$ cat src/logic/mio_pkg.sv
// Constants for the multiplexed I/O port bank: register map, field layout and reset values.
// Assumes a 32-bit Avalon-MM register bus with byte addresses and byte enables.
package mio_pkg;

  // ---------------------------------------------------------------------------
  // Bank geometry
  // ---------------------------------------------------------------------------
  localparam int unsigned MIO_GEN_PORTS = 8;
  localparam int unsigned MIO_RT_PORTS  = 4;
  localparam int unsigned MIO_GEN_BITS  = 64;
  localparam int unsigned MIO_RT_BITS   = 32;
  localparam int unsigned MIO_EXT_BITS  = 10;
  localparam int unsigned MIO_ADDR_W    = 14;

  // ---------------------------------------------------------------------------
  // Register offsets within the bank window
  // ---------------------------------------------------------------------------
  localparam logic [13:0] MIO_GEN_BASE  = 14'h0000;
  localparam logic [13:0] MIO_RT_BASE   = 14'h0400;
  localparam logic [13:0] MIO_EXT_BASE  = 14'h0800;
  localparam logic [7:0]  MIO_OFS_PORT  = 8'h00;
  localparam logic [7:0]  MIO_OFS_DIR   = 8'h10;
  localparam logic [7:0]  MIO_OFS_FSEL  = 8'h20;
  localparam logic [7:0]  MIO_OFS_ALTL  = 8'h30;
  localparam logic [7:0]  MIO_OFS_ALTH  = 8'h40;
  localparam logic [7:0]  MIO_OFS_PIN   = 8'h50;
  localparam logic [7:0]  MIO_OFS_RTCTL = 8'h60;
  localparam logic [7:0]  MIO_HI_WORD   = 8'h04;

  // ---------------------------------------------------------------------------
  // Reset values
  // ---------------------------------------------------------------------------
  localparam logic [31:0] MIO_RST_LATCH = 32'h0000_0000;
  localparam logic [31:0] MIO_RST_DIR   = 32'hFFFF_FFFF;
  localparam logic [31:0] MIO_RST_ZERO  = 32'h0000_0000;

  // ---------------------------------------------------------------------------
  // Real-time control register fields
  // ---------------------------------------------------------------------------
  localparam int unsigned MIO_RTCTL_OUT_SYNC = 0;
  localparam int unsigned MIO_RTCTL_IN_SYNC  = 1;

  typedef enum logic [1:0]
  {
    MIO_IDLE = 2'b00,
    MIO_ACK  = 2'b01
  } mio_bus_e;

endpackage

$ cat src/logic/mio_port_bank.sv
// Multiplexed I/O port bank: eight general ports, four real-time ports, one 10-bit extension port.
// Assumes an Avalon-MM master on sys_clk and peripheral modules that drive their own out/enable.
//
// How it works
// - Twelve eight-bit ports plus one ten-bit extension port.
// - Nine three-state general ports including extension, four real-time ports.
// - Direction chosen per pin bit in every port.
// - Ports grouped four bytes per word for single 32-bit access.
// - Byte, halfword and word accesses each address matching port group.
// - Register sets replicated for general 0-7, real-time 0-3, extension 0-1.
// - Real-time pins sample and update in step with interrupt strobes.
// - Output register write loads latch; read returns latch, not pin.
// - Direction register places each pin in input or output mode.
// - Function-versus-port select picks port or peripheral, readable.
// - Low and high alternate selects are stored and readable; no output uses them.
// - Pad level registers read pin level; writes ignored.
// - Input-function pins in peripheral mode, except on the extension port, also feed external interrupts.
// - Byte, halfword and word views share the group base address.
// - Output latches reset to zero.
//
// Implementation choices: register access over Avalon-MM and the placing of the registers.

`timescale 1ns/1ps

module mio_port_bank
  import mio_pkg::*;
(
  input  wire logic                    sys_clk,            // System clock, 100 MHz.
  input  wire logic                    rst,                // Asynchronous reset, active high.
  input  wire logic [MIO_ADDR_W-1:0]   avs_address,        // Byte address within the bank.
  input  wire logic                    avs_read,           // Read request.
  input  wire logic                    avs_write,          // Write request.
  input  wire logic [31:0]             avs_writedata,      // Write data.
  input  wire logic [3:0]              avs_byteenable,     // Byte lanes.
  output logic      [31:0]             avs_readdata,       // Read data.
  output logic                         avs_waitrequest,    // Stall while the answer is prepared.
  input  wire logic [MIO_GEN_BITS-1:0] gen_pad_in,         // General pad levels.
  output logic      [MIO_GEN_BITS-1:0] gen_pad_out,        // General pad drive value.
  output logic      [MIO_GEN_BITS-1:0] gen_pad_oe,         // General pad drive enable.
  input  wire logic [MIO_RT_BITS-1:0]  rt_pad_in,          // Real-time pad levels.
  output logic      [MIO_RT_BITS-1:0]  rt_pad_out,         // Real-time pad drive value.
  output logic      [MIO_RT_BITS-1:0]  rt_pad_oe,          // Real-time pad drive enable.
  input  wire logic [MIO_EXT_BITS-1:0] ext_pad_in,         // Extension pad levels.
  output logic      [MIO_EXT_BITS-1:0] ext_pad_out,        // Extension pad drive value.
  output logic      [MIO_EXT_BITS-1:0] ext_pad_oe,         // Extension pad drive enable.
  input  wire logic [MIO_GEN_BITS-1:0] gen_periph_out,     // Peripheral values, general pins.
  input  wire logic [MIO_GEN_BITS-1:0] gen_periph_oe,      // Peripheral enables, general pins.
  input  wire logic [MIO_RT_BITS-1:0]  rt_periph_out,      // Peripheral values, real-time pins.
  input  wire logic [MIO_RT_BITS-1:0]  rt_periph_oe,       // Peripheral enables, real-time pins.
  input  wire logic [MIO_EXT_BITS-1:0] ext_periph_out,     // Peripheral values, extension pins.
  input  wire logic [MIO_EXT_BITS-1:0] ext_periph_oe,      // Peripheral enables, extension pins.
  output logic      [MIO_GEN_BITS-1:0] gen_periph_in,      // Synchronised general pin levels.
  output logic      [MIO_RT_BITS-1:0]  rt_periph_in,       // Synchronised real-time pin levels.
  output logic      [MIO_EXT_BITS-1:0] ext_periph_in,      // Synchronised extension pin levels.
  output logic      [MIO_GEN_BITS-1:0] gen_extint_in,      // External interrupt feed, general pins.
  output logic      [MIO_RT_BITS-1:0]  rt_extint_in,       // External interrupt feed, real-time pins.
  input  wire logic [MIO_GEN_BITS-1:0] gen_extint_avail,   // Tie high where a pin offers an interrupt.
  input  wire logic [MIO_RT_BITS-1:0]  rt_extint_avail,    // Tie high where a pin offers an interrupt.
  input  wire logic                    rt_out_strobe,      // Interrupt strobe that updates RT outputs.
  input  wire logic                    rt_in_strobe        // Interrupt strobe that samples RT inputs.
);

  // ---------------------------------------------------------------------------
  // Register storage
  // ---------------------------------------------------------------------------
  // Five writable sets per group, index 0..4 = latch, direction, function select, alt low, alt high.
  logic [MIO_GEN_BITS-1:0] gen_q [5];
  logic [MIO_RT_BITS-1:0]  rt_q  [5];
  logic [MIO_EXT_BITS-1:0] ext_q [5];
  logic [1:0]              rt_ctl_q;
  logic [MIO_RT_BITS-1:0]  rt_out_shadow_q;
  logic [MIO_RT_BITS-1:0]  rt_in_hold_q;
  logic [MIO_GEN_BITS-1:0] gen_s1_q, gen_s2_q;
  logic [MIO_RT_BITS-1:0]  rt_s1_q, rt_s2_q;
  logic [MIO_EXT_BITS-1:0] ext_s1_q, ext_s2_q;
  logic [1:0]              rts_s1_q, rts_s2_q, rts_s3_q;
  mio_bus_e                bus_q;

  // ---------------------------------------------------------------------------
  // Address decode
  // ---------------------------------------------------------------------------
  // Returns the register set 0..5 or 6 for the control word, 7 for unmapped.
  function automatic logic [2:0] set_of(input logic [7:0] ofs);
    if (ofs[7:4] <= MIO_OFS_PIN[7:4])
      set_of = ofs[6:4];
    else if (ofs[7:3] == MIO_OFS_RTCTL[7:3])
      set_of = 3'd6;
    else
      set_of = 3'd7;
  endfunction

  // Byte-lane merge: only enabled lanes take new data.
  function automatic logic [31:0] merge(input logic [31:0] old_v, input logic [31:0] new_v,
                                        input logic [3:0] be);
    for (int i = 0; i < 4; i++)
      merge[i*8 +: 8] = be[i] ? new_v[i*8 +: 8] : old_v[i*8 +: 8];
  endfunction

  logic [1:0]  grp;
  logic [2:0]  set;
  logic        hi_word;
  logic        wr_en;
  assign grp     = avs_address[11:10];
  assign set     = set_of(avs_address[7:0]);
  assign hi_word = avs_address[2];
  assign wr_en   = avs_write && (bus_q == MIO_IDLE);

  // The merge result is held in a full word so that its lower bits can be selected.
  logic [31:0] ext_wr_v;
  assign ext_wr_v = merge({22'h0, ext_q[set]}, avs_writedata, avs_byteenable);

  // ---------------------------------------------------------------------------
  // Bus handshake
  // ---------------------------------------------------------------------------
  // One wait cycle gives registered read data without a long address-to-data path.
  always_ff @(posedge sys_clk or posedge rst)
  begin
    if (rst)
      bus_q <= MIO_IDLE;
    else if (bus_q == MIO_ACK)
      bus_q <= MIO_IDLE;
    else if (avs_read || avs_write)
      bus_q <= MIO_ACK;
  end

  assign avs_waitrequest = (avs_read || avs_write) && (bus_q == MIO_IDLE);

  // ---------------------------------------------------------------------------
  // Register writes
  // ---------------------------------------------------------------------------
  // Byte lanes within the word pick the ports: lane k of the word at base+4*h is port 4*h+k.
  always_ff @(posedge sys_clk or posedge rst)
  begin
    if (rst)
    begin
      for (int s = 0; s < 5; s++)
      begin
        gen_q[s] <= (s == 1) ? {MIO_RST_DIR, MIO_RST_DIR} : {MIO_RST_LATCH, MIO_RST_LATCH};
        rt_q[s]  <= (s == 1) ? MIO_RST_DIR : MIO_RST_LATCH;
        ext_q[s] <= (s == 1) ? MIO_RST_DIR[MIO_EXT_BITS-1:0] : MIO_RST_LATCH[MIO_EXT_BITS-1:0];
      end
      rt_ctl_q <= MIO_RST_ZERO[1:0];
    end
    else if (wr_en && set < 3'd5)
    begin
      if (grp == MIO_GEN_BASE[11:10])
      begin
        if (hi_word)
          gen_q[set][63:32] <= merge(gen_q[set][63:32], avs_writedata, avs_byteenable);
        else
          gen_q[set][31:0] <= merge(gen_q[set][31:0], avs_writedata, avs_byteenable);
      end
      else if (grp == MIO_RT_BASE[11:10] && !hi_word)
        rt_q[set] <= merge(rt_q[set], avs_writedata, avs_byteenable);
      else if (grp == MIO_EXT_BASE[11:10] && !hi_word)
        ext_q[set] <= ext_wr_v[MIO_EXT_BITS-1:0];
    end
    else if (wr_en && set == 3'd6 && grp == MIO_RT_BASE[11:10] && avs_byteenable[0])
      rt_ctl_q <= avs_writedata[1:0];
  end

  // ---------------------------------------------------------------------------
  // Pad synchronisers
  // ---------------------------------------------------------------------------
  always_ff @(posedge sys_clk or posedge rst)
  begin
    if (rst)
    begin
      gen_s1_q <= '0;
      gen_s2_q <= '0;
      rt_s1_q  <= '0;
      rt_s2_q  <= '0;
      ext_s1_q <= '0;
      ext_s2_q <= '0;
      rts_s1_q <= '0;
      rts_s2_q <= '0;
      rts_s3_q <= '0;
    end
    else
    begin
      gen_s1_q <= gen_pad_in;
      gen_s2_q <= gen_s1_q;
      rt_s1_q  <= rt_pad_in;
      rt_s2_q  <= rt_s1_q;
      ext_s1_q <= ext_pad_in;
      ext_s2_q <= ext_s1_q;
      rts_s1_q <= {rt_in_strobe, rt_out_strobe};
      rts_s2_q <= rts_s1_q;
      rts_s3_q <= rts_s2_q;
    end
  end

  // ---------------------------------------------------------------------------
  // Real-time synchronous transfer
  // ---------------------------------------------------------------------------
  // Rising edges of the interrupt strobes move the latch to the pins and the pins to the hold.
  logic out_evt, in_evt;
  assign out_evt = rts_s2_q[0] && !rts_s3_q[0];
  assign in_evt  = rts_s2_q[1] && !rts_s3_q[1];

  always_ff @(posedge sys_clk or posedge rst)
  begin
    if (rst)
    begin
      rt_out_shadow_q <= MIO_RST_LATCH;
      rt_in_hold_q    <= MIO_RST_ZERO;
    end
    else
    begin
      if (!rt_ctl_q[MIO_RTCTL_OUT_SYNC] || out_evt)
        rt_out_shadow_q <= rt_q[0];
      if (!rt_ctl_q[MIO_RTCTL_IN_SYNC] || in_evt)
        rt_in_hold_q <= rt_s2_q;
    end
  end

  // ---------------------------------------------------------------------------
  // Pad drive
  // ---------------------------------------------------------------------------
  // Direction bit 1 means input; the peripheral owns the pin in function mode.
  always_comb
  begin
    for (int b = 0; b < MIO_GEN_BITS; b++)
    begin
      gen_pad_out[b] = gen_q[2][b] ? gen_periph_out[b] : gen_q[0][b];
      gen_pad_oe[b]  = gen_q[2][b] ? gen_periph_oe[b]  : !gen_q[1][b];
    end
    for (int b = 0; b < MIO_RT_BITS; b++)
    begin
      rt_pad_out[b] = rt_q[2][b] ? rt_periph_out[b] : rt_out_shadow_q[b];
      rt_pad_oe[b]  = rt_q[2][b] ? rt_periph_oe[b]  : !rt_q[1][b];
    end
    for (int b = 0; b < MIO_EXT_BITS; b++)
    begin
      ext_pad_out[b] = ext_q[2][b] ? ext_periph_out[b] : ext_q[0][b];
      ext_pad_oe[b]  = ext_q[2][b] ? ext_periph_oe[b]  : !ext_q[1][b];
    end
  end

  // ---------------------------------------------------------------------------
  // Peripheral and interrupt feeds
  // ---------------------------------------------------------------------------
  // Function selections outside a pin's allocation are passed through unchecked.
  assign gen_periph_in = gen_s2_q;
  assign rt_periph_in  = rt_s2_q;
  assign ext_periph_in = ext_s2_q;
  assign gen_extint_in = gen_s2_q & gen_q[2] & ~gen_periph_oe & gen_extint_avail;
  assign rt_extint_in  = rt_s2_q & rt_q[2] & ~rt_periph_oe & rt_extint_avail;

  // ---------------------------------------------------------------------------
  // Read data
  // ---------------------------------------------------------------------------
  // All lanes are returned; the master picks the ones it asked for.
  always_ff @(posedge sys_clk or posedge rst)
  begin
    if (rst)
      avs_readdata <= MIO_RST_ZERO;
    else if (avs_read && bus_q == MIO_IDLE)
    begin
      avs_readdata <= MIO_RST_ZERO;
      if (set == 3'd6 && grp == MIO_RT_BASE[11:10])
        avs_readdata <= {30'h0, rt_ctl_q};
      else if (set < 3'd6 && grp == MIO_GEN_BASE[11:10])
      begin
        if (set == 3'd5)
          avs_readdata <= hi_word ? gen_s2_q[63:32] : gen_s2_q[31:0];
        else
          avs_readdata <= hi_word ? gen_q[set][63:32] : gen_q[set][31:0];
      end
      else if (set < 3'd6 && grp == MIO_RT_BASE[11:10] && !hi_word)
        avs_readdata <= (set == 3'd5) ? rt_in_hold_q : rt_q[set];
      else if (set < 3'd6 && grp == MIO_EXT_BASE[11:10] && !hi_word)
        avs_readdata <= {22'h0, (set == 3'd5) ? ext_s2_q : ext_q[set]};
    end
  end

endmodule

$ cat config.mk
export PLATFORM = sky130hd
export DESIGN_NAME = mio_port_bank
export DESIGN_NICKNAME = d
export VERILOG_FILES = /design/src/logic/mio_pkg.sv /design/src/logic/mio_port_bank.sv
export SDC_FILE = /design/constraint.sdc
export NUM_CORES = 2
export LEC_CHECK = 0
export CORE_AREA = 2 2 390 392
export DETAILED_ROUTE_END_ITERATION = 16
export DIE_AREA = 0 0 392 394
export DONT_BUFFER_PORTS = 1
export PLACE_DENSITY = 0.42
export SYNTH_ARGS = -nofsm -noshare
export SYNTH_HDL_FRONTEND = slang
export SYNTH_SLANG_ARGS = --single-unit
$ cat constraint.sdc
create_clock -name sys_clk -period 26.3 [get_ports sys_clk]
set_input_delay 1.315 -clock sys_clk [delete_from_list [all_inputs] [get_ports sys_clk]]
set_output_delay 1.315 -clock sys_clk [all_outputs]
set_load 0.005 [all_outputs]
# ---- After elaboration in Yosys (flattened, before gate mapping)
# Cells that the tools add are included.
dict set report word_totals {
  out_inout_bits 447
  elab_cells 452
  inputBits 470
  ff_bits 848
}
dict set report op_classes {
  eq_ne 6
  mux 261
  bitwise 12
  n_reduce_logical 139
  magnitude_cmp 5
}
# operator count
set op_table {}
lappend op_table {{320-bit bitwise mux} 2}
lappend op_table {{64-bit demux with 3-bit select} 2}
lappend op_table {{32-bit 2-to-1 mux} 11}
lappend op_table {{320-bit 2-to-1 mux} 1}
lappend op_table {{1-bit 2-to-1 mux} 213}
lappend op_table {{64-bit AND} 3}
lappend op_table {{64-bit binary-select mux with 3-bit select} 1}
lappend op_table {{64-bit 2-to-1 mux} 3}
lappend op_table {{160-bit bitwise mux} 1}
lappend op_table {{1-bit logical NOT} 111}
lappend op_table {{8-bit 2-to-1 mux} 13}
lappend op_table {{32-bit AND} 3}
lappend op_table {{32-bit binary-select mux with 3-bit select} 1}
lappend op_table {{32-bit demux with 3-bit select} 1}
lappend op_table {{64-bit NOT} 1}
lappend op_table {{50-bit bitwise mux} 1}
lappend op_table {{10-bit 2-to-1 mux} 5}
lappend op_table {{32-bit NOT} 1}
lappend op_table {{10-bit binary-select mux with 3-bit select} 1}
lappend op_table {{10-bit demux with 3-bit select} 1}
lappend op_table {{1-bit logical AND} 18}
lappend op_table {{3-bit == test (second input constant)} 2}
lappend op_table {{3-bit less-than comparator (second input constant)} 2}
lappend op_table {{2-bit 2-to-1 mux} 3}
lappend op_table {{15 further kinds} 22}

# ---- Logic depth before layout (Yosys ltp)
dict set report logic_depth {
  depth_word 12
  mapped_depth 11
  mapped_depth_nobuf 6
}

# ---- Worst setup path before layout
# OpenSTA, ideal clock, no wires.
dict set report synth_timing {
  kind {input port to flip-flop}
  startpoint {input avs_address[5]}
  endpoint {register gen_q[27] in the netlist's numbering}
  required_time_ns 26.167
  setup_time_ns 0.133
  cell_stages 10
  slack_ns 23.093
  n_path_buf 4
  t_arrival_ns 3.074
  path_cell_list {buf_6 -> or2_1 -> buf_6 -> a2111o_4 -> nor3_4 -> nand3_2 -> buf_6 -> buf_2 -> nand2_1 -> o21ai_0}
}
dict set report synth_via {
  elab_chain_len 10
  word_cells_on_any_way 21
  cone_classes {order compare: 4; eq/ne: 1; mux: 12; bitwise: 1; reduce/logical: 3}
}
# element line
set synth_lines {}
lappend synth_lines {{start: declaration} mio_port_bank.sv:30} ;# input wire logic [MIO_ADDR_W-1:0] avs_address,
lappend synth_lines {{branches (longest 2 deep; another with 4-bit by 3-bit less-or-equal comparator with 1-bit output)} --}
lappend synth_lines {{3-bit 2-to-1 mux (*)} mio_port_bank.sv:84} ;# if (ofs[7:4] <= MIO_OFS_PIN[7:4])
lappend synth_lines {{3-bit NOT with 4-bit output (not written as such)} {mio_port_bank.sv:149, mio_port_bank.sv:151}}
lappend synth_lines {{4-bit >= comparator (not written as such) (tied with other cells)} mio_port_bank.sv:151} ;# gen_q[set][31:0] <= merge(gen_q[set][31:0], avs_writedata, avs_byteenable);
lappend synth_lines {{1-bit logical AND (not written as such) or 64-bit 2-to-1 mux (tied branches)} --}
lappend synth_lines {{32-bit 2-to-1 mux (not written as such) or 64-bit 2-to-1 mux (tied branches)} --}
lappend synth_lines {{64-bit demux with 3-bit select or 8-bit 2-to-1 mux (tied branches)} {mio_port_bank.sv:151, mio_port_bank.sv:96}}
lappend synth_lines {{320-bit bitwise mux} mio_port_bank.sv:151}
lappend synth_lines {{320-bit 2-to-1 mux} mio_port_bank.sv:148} ;# if (hi_word)
lappend synth_lines {{end signal: indexed assignment} mio_port_bank.sv:138} ;# gen_q[s] <= (s == 1) ? {MIO_RST_DIR, MIO_RST_DIR} : {MIO_RST_LATCH, MIO_RST_LATCH};
lappend synth_lines {{end signal: indexed assignment} mio_port_bank.sv:149} ;# gen_q[set][63:32] <= merge(gen_q[set][63:32], avs_writedata, avs_byteenable);
lappend synth_lines {{end signal: indexed assignment} mio_port_bank.sv:151}
lappend synth_lines {{end: declaration} mio_port_bank.sv:67} ;# logic [MIO_GEN_BITS-1:0] gen_q [5];
# Every way passes the cells marked *. The select of a mux whose other input is x is not followed.
# A chain may end at the register's enable or synchronous reset.

==> summary.md <==
| Metric | Value |
|---|---|
| Status | complete, no violations |
| Hold buffer count at cts | 0 |
| Gpl congestion | 0.814 |
| Via/cell ratio | 5.12 |
| Main synth FF type | dfrtp_1 |
| Clock Path Buffers | 3 |
| Most common cell after layout, fill and taps aside | dfrtp_1 |
| Async SR Flop Fraction | 1.00 |
| Die Area | 0.154 mm^2 |
| WL met2 | 79.7 mm |
| Area contributors post-synth | dfrtp_1, mux2_2, o21ai_0, dfstp_2, nand2_1 |
| Row count | 143 |
| Gate Count Post-Synth | 3743 |
| CTS tree | done |
| Post-synth top area cell | dfrtp_1 |
| Initial antenna violation count | 37 |
| Post-CTS setup buffer count | 0 |
| Area delta synth->final | 14.7% |
| Worst Hold Class | flip-flop to flip-flop |
| Core area | 0.151 mm^2 |
| Pin count of the biggest net entering global routing | 248 |
| Area share of xor/xnor cells in the synthesized design | 0 |
| Root Driver | clkbuf_16 |
| Leak Pwr | 18.5 nW |
| Setup Skew | 31.3 ps |
| Initial Util | 0.258 |
| Multi-input gate area | 0.0165 mm^2 |
| CP arrival | 5130 ps |
| Max-cap violations | 0 |
| Synth unique cells | 76 |
| Finished layout cell area | 0.0446 mm^2 |
| Total track usage | 0.221 |
| Total number of vias | 29580 |
| RSZ-0062 raised after global routing | false |
| Tot Pwr | 3.08 mW |
| Synth Area in Compound Gates | 0.171 |
| Setup CP Type | input port to async pin |
| Leading cell types in the layout, fill and taps excluded | dfrtp_1, o21ai_0, nand2_1 |
| Routed Antenna Nets | 0 |
| Clock transition at the registers of the reported paths | 60 ps |
| Syn Area/Cell | 10.4 um^2 |
| DP Area | 0.0408 mm^2 |
| VDD IR max | 0.0545 mV |
| Synthesized area | 0.0388 mm^2 |
| Main combinational cell family by area after synthesis | compound AO/OA/AOI/OAI gates |
| Setup TNS | 0 ps |
| Post-synth EDFFs | 0 |
| Synthesized Nets | 4213 |
| Num ports | 917 |
| Sequential share of the synthesized area | 0.549 |
| Fillcell total | 15798 |
| M1 wire length | 78.3 mm |
| Ys Warns | 0 |
| Synth Register Bits | 847 |
| Layout cells sized above 1 | 0.183 |
| Grt ovf | 0 |
| Clk sinks | 847 |
| Final worst path period share | 0.167 |
| DR WL/cell | 30.4 um |
| Fin. max-slew vios | 0 |
| Post-DP HPWL | 120 mm |
| Adder-Cell Fraction of Synth Area | 0 |
| Mux share of post-synthesis cell area | 0.119 |
| Die width | 392 um |
| Critical Path Source Type | input port |
| Resize count post-CTS | 0 |
| H-Tree Level Count | 3 |
| Skew-Pair Late Insertion Delay | 740 ps |
| Critical Path RT | 27020 ps |
| WL met3 | 13.1 mm |
| Worst Path Max Fanout | 102 |
| CTS buffer count | 103 |
| Synth Area in Simple Gates | 0.129 |
| Register area | 0.0213 mm^2 |
| PwrDens | 69.2 mW/mm^2 |
| Die Y | 394 um |
| Crit. End Element | async pin |
| Fin. Hold Viols | 0 |
| Pre-antenna DRT Iters | 6 |
| First-pass GRT wire length | 239 mm |
| Top Layer Used | met5 |
| Min Tclk post-route | 4400 ps |
| Max transition margin | 0.238 |
| # setup viols final | 0 |
| 1st-iter DRT viols | 2205 |
| IO buf count | 0 |
| Share of the synthesized area in the top cell type | 0.477 |
| Worst-margin pin slew | 1130 ps |
| Fin nets | 4109 |
| Drt total wl | 175 mm |
| # DRC | 0 |
| Fmax | 0.227 GHz |
| Number of global-route vias before repair | 28425 |
==> worst max-delay path, cell delays in order <==
cell and delay (ps):
inv_8 430, buf_4 800, buf_4 730, buf_4 730, buf_4 790
==> where the power goes <==
group	internal (mW)	switching, mW	total [mW]
Clock	0.917	0.616	1.53
Combinational	0.0521	0.118	0.170
Sequential	1.34	0.0395	1.38
==> final timing paths <==
| path | startpoint | to | slack (ps) | cells after the start |
|---|---|---|---|---|
| max | rst | gen_periph_in[21] | 21900 | 5 |
| min | gen_s1_q[9] | gen_periph_in[9] | 340 | 0 |
| max reg2reg | bus_q[0] | gen_q[269] | 22870 | 5 |
| min reg2reg | gen_s1_q[9] | gen_periph_in[9] | 340 | 0 |
| max in group sys_clk | avs_address[4] | gen_q[269] | 21900 | 6 |
| min in group asynchronous | rst | rt_s1_q[3] | 550 | 1 |
==> cell usage after synthesis, types with 5 or more instances <==
library cell and count:
a221o_1 10, o211ai_1 8, mux2i_1 115, buf_2 64, o21a_1 21, nand3_1 6, dfstp_2 106, a22o_1 13
o2111ai_1 6, o21ai_0 633, and4_1 25, nor2b_1 9, dfrtp_1 741, a21oi_1 195, o2bb2ai_1 5, and2_1 6
clkbuf_1 164, o221ai_1 13, buf_6 9, buf_1 15, o22a_1 10, o31ai_1 21, o21ai_1 23, a32o_1 13
o22ai_1 35, or3_1 9, and4b_1 71, a21boi_0 5, o311ai_0 15, nand3_2 8, o31a_1 7, inv_1 39
nor2_1 112, nor3_1 28, a22oi_1 25, a221oi_1 22, a21o_1 12, mux2_2 309, nand2_1 634, nand4_1 7
nand2b_1 95, a211oi_1 15
==> cells by family after synthesis <==
family / after synthesis
DFF: 847
AOI/OAI and AO/OA: 1140
buffers and inverters: 292
and+or+nand+nor: 1040
muxes: 424
==> metal layers <==
layer	global-route usage	up-vias
met5	0	-
met4	0.0541	34
met1	0.304	14976
li1	-	13218
met2	0.345	1127
met3	0.0581	225
==> stage by stage <==
stage / hold WS [ps] / worst slack, ps / utilization / cells
floorplan: 331 / 1360 / - / 3743
global placement: 331 / 20930 / 0.271 / 5564
detailed placement: 335 / 20930 / 0.271 / 5564
CTS: 325 / 21750 / 0.295 / 5758
global route: 347 / 21340 / 0.296 / 5764
finish: 337 / 21900 / 0.296 / 5776
==> final cells by class <==
type | instances | area share
diodes | 18 | 0.00101
well taps | 2030 | 0.0570
repair buffers | 43 | 0.00781
clock buffers | 146 | 0.0673
flip-flops and latches | 847 | 0.479
clock inverters | 48 | 0.0152
multi-input cells | 2604 | 0.369
inverters | 40 | 0.00354
==> flip-flops by register name (all words and copies together) (netlist names) <==
signal and count:
rts_s1_q 2, rt_in_hold_q 32, rt_ctl_q 2, gen_periph_in 64
avs_readdata 32, rt_q 160, rt_s1_q 32, gen_q 320
rts_s2_q 2, rts_s3_q 2, rt_periph_in 32, rt_out_shadow_q 32
ext_q 50, ext_s1_q 10, gen_s1_q 64, ext_periph_in 10
bus_q 1
Note: power is estimated with default switching activity, not from simulation.
